### config.mk
export PLATFORM = sky130hd
export DESIGN_NAME = rsd_bank
export DESIGN_NICKNAME = d
export VERILOG_FILES = /design/src/rtl/rsd_pkg.sv /design/src/rtl/rsd_sync.sv /design/src/rtl/rsd_bank.sv
export SDC_FILE = /design/constraint.sdc
export NUM_CORES = 1
export LEC_CHECK = 0
export ABC_CLOCK_PERIOD_IN_PS = 2200
export BUFFER_PORTS_ARGS = -buffer_cell sky130_fd_sc_hd__buf_2
export CORE_UTILIZATION = 35
export DETAILED_ROUTE_END_ITERATION = 16
export SYNTH_ARGS = -nofsm -noshare
export SYNTH_HDL_FRONTEND = slang
export SYNTH_HIERARCHICAL = 1
export SYNTH_SLANG_ARGS = --single-unit
export TNS_END_PERCENT = 50
### constraint.sdc
create_clock -name CLK_SYS -period 2.2 [get_ports CLK_SYS]
set_clock_uncertainty 0.15 [all_clocks]
set_input_delay 0.33 -clock CLK_SYS [delete_from_list [all_inputs] [get_ports CLK_SYS]]
set_output_delay 0.33 -clock CLK_SYS [all_outputs]
set_load 0.02 [all_outputs]
### src/rtl/rsd_pkg.sv
// Package of the receiver status display bank: offsets, fields, types.
// Assumes an 8-bit register port on the system clock.
package rsd_pkg;

    // ************************************************************
    // Register offsets
    // ************************************************************
    localparam logic [7:0] RSD_OFS_AGC_STATUS  = 8'h2A;
    localparam logic [7:0] RSD_OFS_STRENGTH    = 8'h2B;
    localparam logic [7:0] RSD_OFS_PAGED       = 8'h2C;
    localparam logic [7:0] RSD_OFS_PAGE_SET    = 8'h40;
    localparam logic [7:0] RSD_OFS_IRQ_STATUS  = 8'h41;
    localparam logic [7:0] RSD_OFS_IRQ_ENABLE  = 8'h42;
    localparam logic [7:0] RSD_OFS_IRQ_CLEAR   = 8'h43;

    // ************************************************************
    // Field positions and fixed values
    // ************************************************************
    localparam int         RSD_POS_PHASE       = 7;
    localparam int         RSD_POS_AGC         = 4;
    localparam int         RSD_POS_CHAN        = 3;
    localparam int         RSD_POS_CARRIER_STABLE_FLAG       = 2;
    localparam int         RSD_POS_PLL_OK      = 1;
    localparam int         RSD_POS_OSC_OK      = 0;
    localparam int         RSD_POS_STR_PAGE    = 0;
    localparam int         RSD_POS_STAT_PAGE   = 4;
    localparam logic [2:0] RSD_GAIN_LIMIT_MAX  = 3'h4;
    localparam logic [7:0] RSD_RESET_BYTE      = 8'h00;
    localparam logic [4:0] RSD_IRQ_RESET       = 5'h00;
    localparam int         RSD_IRQ_N           = 5;

    // ************************************************************
    // Page codes
    // ************************************************************
    localparam logic [3:0] RSD_STR_REALTIME    = 4'h0;
    localparam logic [3:0] RSD_STR_NOISE       = 4'h2;
    localparam logic [3:0] RSD_STR_PILOT       = 4'h4;
    localparam logic [3:0] RSD_STR_PEAK        = 4'h8;
    localparam logic [3:0] RSD_STR_COLL_TIME   = 4'hC;
    localparam logic [3:0] RSD_STR_COLL_LEN    = 4'hD;
    localparam logic [3:0] RSD_STR_ERR_TIME    = 4'hE;
    localparam logic [1:0] RSD_PG_GAIN_LIMIT   = 2'h0;
    localparam logic [1:0] RSD_PG_VCO          = 2'h1;
    localparam logic [1:0] RSD_PG_FILTER       = 2'h2;

    // One strength reading: Q high nibble, I low nibble
    typedef struct packed {
        logic [3:0] q;
        logic [3:0] i;
    } rsd_strength_t;

    // Receiver front-end status as delivered by the analog side
    typedef struct packed {
        logic       in_phase;
        logic [2:0] agc;
        logic       chan_q;
        logic       carrier_stable_flag;
        logic       pll_locked;
        logic       osc_stable;
    } rsd_rx_status_t;

    typedef struct packed {
        logic [2:0] limit_q;
        logic [2:0] limit_i;
        logic [3:0] vco_result;
        logic [2:0] vco_pin;
        logic [3:0] highpass_cal_code;
        logic [3:0] lowpass_cal_code;
    } rsd_cal_status_t;

    // Indices of sticky events
    typedef enum logic [2:0] {
        RSD_EV_RF_UP   = 3'h0,
        RSD_EV_RF_DOWN = 3'h1,
        RSD_EV_PLL_UP  = 3'h2,
        RSD_EV_PLL_DN  = 3'h3,
        RSD_EV_OSC_UP  = 3'h4
    } rsd_event_t;

    typedef enum logic [1:0] {
        RSD_RX_IDLE = 2'b01,
        RSD_RX_HOLD = 2'b10
    } rsd_rx_state_t;

endpackage

### src/rtl/rsd_sync.sv
// Two flip-flop synchroniser, one per bit.
// Assumes inputs asynchronous to the clock; output lags by two edges.
`timescale 1ns/1ps
module rsd_sync
    import rsd_pkg::*;
#(
    parameter int W = 8
) (
    input  wire logic         clk,
    input  wire logic         srst,
    input  wire logic [W-1:0] d,
    output logic      [W-1:0] q
);
    logic [W-1:0] meta_q;

    always_ff @(posedge clk) begin
        if (srst) begin
            meta_q <= '0;
            q      <= '0;
        end else begin
            meta_q <= d;
            q      <= meta_q;
        end
    end
endmodule

### src/rtl/rsd_bank.sv
// Receiver status display bank: paged read-only status registers.
// Assumes status inputs come asynchronously from the analog front end
// and a single-cycle register port master on CLK_SYS.
//
// Operation
// Bit 7 of 2Ah shows whether the two sub-carriers are in phase.
// Bits 6..4 of 2Ah show the three-bit gain control state.
// Bit 3 shows decoder channel, held from reception start to next transmit.
// Bit 2 is set while the carrier level is stable.
// Bit 1 is set while the synthesizer loop is locked.
// Bit 0 is set once the reference oscillator is stable.
// Strength register: Q reading in upper nibble, I in lower nibble.
// The strength page field picks which strength reading is shown.
// Address 2Ch view is chosen by a two-bit status page field.
// Page 00 shows Q gain limit in bits 5..3, I in 2..0.
// Gain limit codes above four act as the highest level.
// Page 01 holds VCO range result in upper nibble, bit 3 reads one.
// Page 01 bits 2..0 hold the VCO tuning pin measurement.
// Page 10 shows highpass code high nibble, lowpass low nibble.
// Page 00 upper two bits always read zero.
// Strength page codes map to seven readings; others unused.
// Reads have no side effects; writes to display addresses ignored.
`timescale 1ns/1ps
module rsd_bank
    import rsd_pkg::*;
(
    input  wire logic            CLK_SYS,
    input  wire logic            SRST,
    input  wire logic [7:0]      ADDR,
    input  wire logic [7:0]      WDATA,
    input  wire logic            WR,
    input  wire logic            RD,
    output logic      [7:0]      RDATA,
    output logic                 IRQ,
    input  wire rsd_rx_status_t  RX_STATUS,
    input  wire rsd_cal_status_t CAL_STATUS,
    input  wire logic            RX_START,
    input  wire logic            TX_START,
    input  wire rsd_strength_t   STR_REALTIME,
    input  wire rsd_strength_t   STR_NOISE,
    input  wire rsd_strength_t   STR_PILOT,
    input  wire rsd_strength_t   STR_PEAK,
    input  wire logic [7:0]      STR_COLL_TIME,
    input  wire logic [7:0]      STR_COLL_LEN,
    input  wire logic [7:0]      STR_ERR_TIME,
    output logic                 LIMIT_ACTIVE_Q,
    output logic                 LIMIT_ACTIVE_I
);

    // ************************************************************
    // Input synchronisation
    // ************************************************************
    localparam int SW = $bits(rsd_rx_status_t) + $bits(rsd_cal_status_t)
                      + 2 + 4 * $bits(rsd_strength_t) + 24;

    logic [SW-1:0]   sync_in;
    logic [SW-1:0]   sync_out;
    rsd_rx_status_t  rx_s;
    rsd_cal_status_t cal_s;
    logic            rx_start_s;
    logic            tx_start_s;
    rsd_strength_t   s_rt;
    rsd_strength_t   s_ns;
    rsd_strength_t   s_pl;
    rsd_strength_t   s_pk;
    logic [7:0]      s_ct;
    logic [7:0]      s_cl;
    logic [7:0]      s_et;

    assign sync_in = {RX_STATUS, CAL_STATUS, RX_START, TX_START,
                      STR_REALTIME, STR_NOISE, STR_PILOT, STR_PEAK,
                      STR_COLL_TIME, STR_COLL_LEN, STR_ERR_TIME};

    rsd_sync #(
        .W (SW)
    ) u_sync (
        .clk  (CLK_SYS),
        .srst (SRST),
        .d    (sync_in),
        .q    (sync_out)
    );

    assign {rx_s, cal_s, rx_start_s, tx_start_s,
            s_rt, s_ns, s_pl, s_pk, s_ct, s_cl, s_et} = sync_out;

    // ************************************************************
    // Decoder channel hold
    // ************************************************************
    // Channel is latched at reception start and frozen until the next
    // transmission, so a mid-frame switch upstream never shows.
    rsd_rx_state_t rx_state_q;
    rsd_rx_state_t rx_state_d;
    logic          rx_start_d1_q;
    logic          tx_start_d1_q;
    logic          chan_q;
    logic          chan_d;
    wire           rx_rise = rx_start_s & ~rx_start_d1_q;
    wire           tx_rise = tx_start_s & ~tx_start_d1_q;

    always_comb begin
        rx_state_d = rx_state_q;
        chan_d     = chan_q;
        case (rx_state_q)
            RSD_RX_IDLE: begin
                chan_d = rx_s.chan_q;
                if (rx_rise) begin
                    rx_state_d = RSD_RX_HOLD;
                end
            end
            RSD_RX_HOLD: begin
                if (tx_rise) begin
                    rx_state_d = RSD_RX_IDLE;
                end
            end
            default: begin
                rx_state_d = RSD_RX_IDLE;
            end
        endcase
    end

    always_ff @(posedge CLK_SYS) begin
        if (SRST) begin
            rx_state_q    <= RSD_RX_IDLE;
            chan_q        <= 1'b0;
            rx_start_d1_q <= 1'b0;
            tx_start_d1_q <= 1'b0;
        end else begin
            rx_state_q    <= rx_state_d;
            chan_q        <= chan_d;
            rx_start_d1_q <= rx_start_s;
            tx_start_d1_q <= tx_start_s;
        end
    end

    // ************************************************************
    // Address decode
    // ************************************************************
    wire sel_agc  = ADDR == RSD_OFS_AGC_STATUS;
    wire sel_str  = ADDR == RSD_OFS_STRENGTH;
    wire sel_pg   = ADDR == RSD_OFS_PAGED;
    wire sel_set  = ADDR == RSD_OFS_PAGE_SET;
    wire sel_ist  = ADDR == RSD_OFS_IRQ_STATUS;
    wire sel_ien  = ADDR == RSD_OFS_IRQ_ENABLE;
    wire sel_icl  = ADDR == RSD_OFS_IRQ_CLEAR;

    // Display addresses have no write decode at all
    wire wr_set   = WR & sel_set;
    wire wr_ien   = WR & sel_ien;
    wire wr_icl   = WR & sel_icl;

    // ************************************************************
    // Page setting register
    // ************************************************************
    logic [3:0] strength_page_select_q;
    logic [1:0] status_page_select_q;

    always_ff @(posedge CLK_SYS) begin
        if (SRST) begin
            strength_page_select_q <= 4'h0;
            status_page_select_q   <= 2'h0;
        end else if (wr_set) begin
            strength_page_select_q <= WDATA[RSD_POS_STR_PAGE +: 4];
            status_page_select_q   <= WDATA[RSD_POS_STAT_PAGE +: 2];
        end
    end

    // ************************************************************
    // Display views
    // ************************************************************
    logic [7:0] agc_view;
    logic [7:0] str_view;
    logic [7:0] pg0_view;
    logic [7:0] pg1_view;
    logic [7:0] pg2_view;
    logic [7:0] pg_view;
    logic [2:0] lim_q_eff;
    logic [2:0] lim_i_eff;

    always_comb begin
        agc_view                   = 8'h00;
        agc_view[RSD_POS_PHASE]    = rx_s.in_phase;
        agc_view[RSD_POS_AGC +: 3] = rx_s.agc;
        agc_view[RSD_POS_CHAN]     = chan_q;
        agc_view[RSD_POS_CARRIER_STABLE_FLAG]    = rx_s.carrier_stable_flag;
        agc_view[RSD_POS_PLL_OK]   = rx_s.pll_locked;
        agc_view[RSD_POS_OSC_OK]   = rx_s.osc_stable;
    end

    // Unused strength codes read zero
    always_comb begin
        case (strength_page_select_q)
            RSD_STR_REALTIME:  str_view = s_rt;
            RSD_STR_NOISE:     str_view = s_ns;
            RSD_STR_PILOT:     str_view = s_pl;
            RSD_STR_PEAK:      str_view = s_pk;
            RSD_STR_COLL_TIME: str_view = s_ct;
            RSD_STR_COLL_LEN:  str_view = s_cl;
            RSD_STR_ERR_TIME:  str_view = s_et;
            default:           str_view = 8'h00;
        endcase
    end
    // Struct packing puts Q in 7..4 and I in 3..0

    // Codes 5..7 are shown as read but behave as the top level
    assign lim_q_eff = (cal_s.limit_q > RSD_GAIN_LIMIT_MAX) ?
                       RSD_GAIN_LIMIT_MAX : cal_s.limit_q;
    assign lim_i_eff = (cal_s.limit_i > RSD_GAIN_LIMIT_MAX) ?
                       RSD_GAIN_LIMIT_MAX : cal_s.limit_i;

    assign pg0_view = {2'b00, cal_s.limit_q, cal_s.limit_i};
    assign pg1_view = {cal_s.vco_result, 1'b1, cal_s.vco_pin};
    assign pg2_view = {cal_s.highpass_cal_code,
                       cal_s.lowpass_cal_code};

    always_comb begin
        case (status_page_select_q)
            RSD_PG_GAIN_LIMIT: pg_view = pg0_view;
            RSD_PG_VCO:        pg_view = pg1_view;
            RSD_PG_FILTER:     pg_view = pg2_view;
            default:           pg_view = 8'h00;
        endcase
    end

    // ************************************************************
    // Interrupts
    // ************************************************************
    logic [RSD_IRQ_N-1:0] irq_stat_q;
    logic [RSD_IRQ_N-1:0] irq_en_q;
    logic [RSD_IRQ_N-1:0] ev;
    logic                 rf_d1_q;
    logic                 pll_d1_q;
    logic                 osc_d1_q;

    assign ev[RSD_EV_RF_UP]   = rx_s.carrier_stable_flag & ~rf_d1_q;
    assign ev[RSD_EV_RF_DOWN] = ~rx_s.carrier_stable_flag & rf_d1_q;
    assign ev[RSD_EV_PLL_UP]  = rx_s.pll_locked & ~pll_d1_q;
    assign ev[RSD_EV_PLL_DN]  = ~rx_s.pll_locked & pll_d1_q;
    assign ev[RSD_EV_OSC_UP]  = rx_s.osc_stable & ~osc_d1_q;

    genvar gi;
    generate
        for (gi = 0; gi < RSD_IRQ_N; gi++) begin : g_irq
            // Set wins over a clear in the same cycle
            always_ff @(posedge CLK_SYS) begin
                if (SRST) begin
                    irq_stat_q[gi] <= 1'b0;
                end else if (ev[gi]) begin
                    irq_stat_q[gi] <= 1'b1;
                end else if (wr_icl && WDATA[gi]) begin
                    irq_stat_q[gi] <= 1'b0;
                end
            end
        end
    endgenerate

    always_ff @(posedge CLK_SYS) begin
        if (SRST) begin
            irq_en_q <= RSD_IRQ_RESET;
            rf_d1_q  <= 1'b0;
            pll_d1_q <= 1'b0;
            osc_d1_q <= 1'b0;
            IRQ      <= 1'b0;
        end else begin
            if (wr_ien) begin
                irq_en_q <= WDATA[RSD_IRQ_N-1:0];
            end
            rf_d1_q  <= rx_s.carrier_stable_flag;
            pll_d1_q <= rx_s.pll_locked;
            osc_d1_q <= rx_s.osc_stable;
            IRQ      <= |(irq_stat_q & irq_en_q);
        end
    end

    // ************************************************************
    // Read port
    // ************************************************************
    logic [7:0] rd_mux;

    // Reads only select; no state changes on a read
    always_comb begin
        rd_mux = 8'h00;
        if (sel_agc) rd_mux = agc_view;
        if (sel_str) rd_mux = str_view;
        if (sel_pg)  rd_mux = pg_view;
        if (sel_set) rd_mux = {2'b00, status_page_select_q,
                               strength_page_select_q};
        if (sel_ist) rd_mux = {3'b000, irq_stat_q};
        if (sel_ien) rd_mux = {3'b000, irq_en_q};
    end

    always_ff @(posedge CLK_SYS) begin
        if (SRST) begin
            RDATA          <= RSD_RESET_BYTE;
            LIMIT_ACTIVE_Q <= 1'b0;
            LIMIT_ACTIVE_I <= 1'b0;
        end else begin
            RDATA          <= RD ? rd_mux : RSD_RESET_BYTE;
            LIMIT_ACTIVE_Q <= lim_q_eff != 3'h0;
            LIMIT_ACTIVE_I <= lim_i_eff != 3'h0;
        end
    end

endmodule

==> results.py <==
metrics = {
    "outcome": {
        "status": "finished, final reports clean",
    },
    "place": {
        "dp_cells": 1027,
        "gp_congestion": 0.8924,
        "preCtsSetupSlack_ns": 0.1516,
        "io_buffer_count": 115,
        "dpl.hpwl_um": 10900,
        "place_area_mm2": 0.007956,
    },
    "synthesis": {
        "ys_seq_area_share_pct": 59.25,
        "syn_nets": 777,
        "ys_async_sr_fraction_pct": 0,
        "ys_ff_latch": 209,
        "synth_top_flop_cell": "dfxtp_1",
        "synthCells": 670,
        "synth_area_mm2": 0.007062,
        "synth_edf_count": 0,
        "synth.top_cell.area_share_pct": 59.25,
        "syn_avg_cell_area_um2": 10.54,
        "yosys-top-cells-area": "dfxtp_1, nor2b_1, mux2i_1, buf_2, mux2_2",
        "yosys_warnings": 6,
        "synth.distinct_cells": 55,
        "synth_top_cell_by_area": "dfxtp_1",
    },
    "die": {
        "die_x_um": 144.0,
        "chipHeight_um": 144.0,
        "start_util_pct": 36.05,
        "rows": 51,
        "core-area_mm2": 0.01959,
        "die-area_mm2": 0.02075,
        "io_pins": 118,
    },
    "worst_hold_path": {
        "worstHoldEndpoint": "RDATA[6]",
        "hp-start": "ADDR[0]",
        "hold_path_class": "in2reg",
        "min_path_cells": 3,
    },
    "cts": {
        "clockRootBuffer": "clkbuf_16",
        "clk_latency_ns": 0.50,
        "clkSinkCount": 209,
        "cts_buffers": 22,
        "cts_tree": "done",
        "postCtsSetupBuffers": 0,
        "clkTransAtPathRegs_ns": 0.06,
        "cts-htree-levels": 1,
        "cts_buffer_depth": 3,
    },
    "timing": {
        "max_freq_mhz": 479.0,
        "max_slew.worst_pin.slew_ns": 0.5934,
        "relSlewSlack_pct": 60.39,
        "setup_viol": 0,
        "setup_tns_ns": 0,
        "fin_crit_ns": 2.088,
        "post-route-period-util_pct": 94.90,
        "drv_slew": 0,
        "final_hold_viol_count": 0,
        "finalWorstSetupSlack_ns": 0.1123,
        "rsz0062_at_grt": "no",
    },
    "route": {
        "drtPass1Iterations": 7,
        "postRouteAntennaNets": 0,
        "wirelength_um": 16300,
        "drt_iter0_markers": 238,
        "vias_per_cell": 4.453,
        "route.vias.total": 5165,
        "wl_per_cell_um": 14.05,
        "route.detailed.drc": 0,
    },
    "worst_setup_path": {
        "cp_max_fo": 15,
        "rr_worst_depth": 5,
        "cp.arrival_ns": 2.33,
        "critPathLaunchType": "flip-flop",
        "crit_path_start": "strength_page_select_q[2]",
        "worst_ep_required_time_ns": 2.44,
        "r2r_start": "strength_page_select_q[2]",
        "regToRegSetupSlack_ns": 0.11,
        "crit_type": "reg2reg",
        "end_kind": "flip-flop",
        "r2r_end": "RDATA[4]",
    },
    "power_and_ir_drop": {
        "irDropWorstVdd_v": 0.0005294,
        "p_per_area_mw_per_mm2": 845.0,
        "leakage_nw": 4.024,
    },
    "final_layout": {
        "final_cells": 1160,
        "drive_gt1_share_pct": 21.12,
        "diodes": 0,
        "final_cell_mix": "dfxtp_1, nor2b_1, buf_2, dlygate4sd3_1, nor2_1",
        "final_common_cell": "dfxtp_1",
        "final_util_pct": 49.09,
        "final_area_mm2": 0.009617,
        "area_growth_pct": 36.18,
        "nNetsFinal": 986,
    },
    "grt": {
        "grt_pass1_vias": 5030,
        "antenna_found_initial": 0,
        "gr-usage-met3_pct": 2.947,
        "grt_util_met1_pct": 20.77,
        "grtUsageTotal_pct": 15.90,
        "grt_max_degree": 104,
        "grt_overflow": 0,
        "busiest_layer": "met2",
        "met2_usage_pct": 26.44,
        "grt_pass1_wl_um": 25340,
    },
    "job": {
        "drv_cap": 0,
    },
}
power breakdown:
group | switching [mW] | total (mW) | internal, mW
Clock | 1.44 | 3.63 | 2.19
Sequential | 0.0506 | 4.00 | 3.95
Combinational | 0.199 | 0.500 | 0.301
Total | 1.69 | 8.13 | 6.44
critical path, cell delays in order, from the launching register on:
cell and delay (ns):
dfxtp_1 0.69, nor2b_1 0.18, a22o_1 0.30, a222oi_1 0.28
a21oi_1 0.13, o211a_1 0.24
area by class of cell:
| cell class | instances | area, um2 |
|---|---|---|
| well taps | 265 | 331.6 |
| clock buffers | 37 | 708.2 |
| fillers | 1788 | 9973 |
| inverters | 11 | 41.29 |
| multi-input cells | 406 | 2635 |
| flip-flops and latches | 209 | 4184 |
| clock inverters | 3 | 21.27 |
| repair buffers | 229 | 1695 |
sequential cells by signal, summed over array words and instances (netlist names), 2 cells and up:
signal and flops:
strength_page_select_q 4, rx_state_q 2, u_sync/q 87, irq_stat_q 5, u_sync/meta_q 87, status_page_select_q 2, irq_en_q 5, RDATA 8
metal layers:
layer / wire length (um) / share of wire (%) / up-vias
met4: 299 / 1.8 / 0
met3: 836 / 5.1 / 24
met1: 7580 / 46 / 2368
met5: 0 / 0 / -
li1: - / - / 2645
met2: 7585 / 47 / 128
worst max path at each step:
stage                           to  slack (ns)  cells after the start
after floorplan           RDATA[6]        0.35                      6
after global placement    RDATA[6]        0.16                      6
after detailed placement  RDATA[4]        0.15                      5
after CTS                 RDATA[1]        0.14                      5
after global routing      RDATA[3]       0.002                      5
final                     RDATA[4]        0.11                      5
Yosys cell counts (all sizes together), types with 2 or more instances:
master	number
o22a	2
nor2b	187
nand2	17
buf	32
a31oi	6
and2	2
a22o	4
inv	11
nand4	4
dfxtp	209
a21oi	17
a21o	2
a211oi	3
nor2	32
nand3	11
nand2b	6
a22oi	8
a32oi	4
o211a	2
or2	4
a221oi	5
a222oi	3
mux2i	19
clkbuf	12
a211o	2
nor3	6
o2bb2ai	4
or3b	2
mux2	12
o22ai	5
nor4	2
o21ai	15
through the flow:
step	power, mW	hold slack (ns)
after floorplan	4.278	0.2546
after global placement	4.452	0.2686
after global routing	8.450	0.1153
after detailed placement	4.454	0.2646
after CTS	8.219	0.08753
final	8.126	0.1119
repair_timing:
item	in CTS	in global routing
endpoints found under the setup margin	0	0
hold buffers	93	0
endpoints found under the hold margin	97	0
resized for setup	0	0
cells by family after synthesis:
kind of cell              share of synthesized area (%)
and+or+nand+nor                                   23.64
DFF                                               59.25
AOI/OAI and AO/OA                                 8.948
buffers and inverters                             3.437
muxes                                             4.607
xor gates and xnor gates                         0.1240
Power figures use the tool's default switching activity.
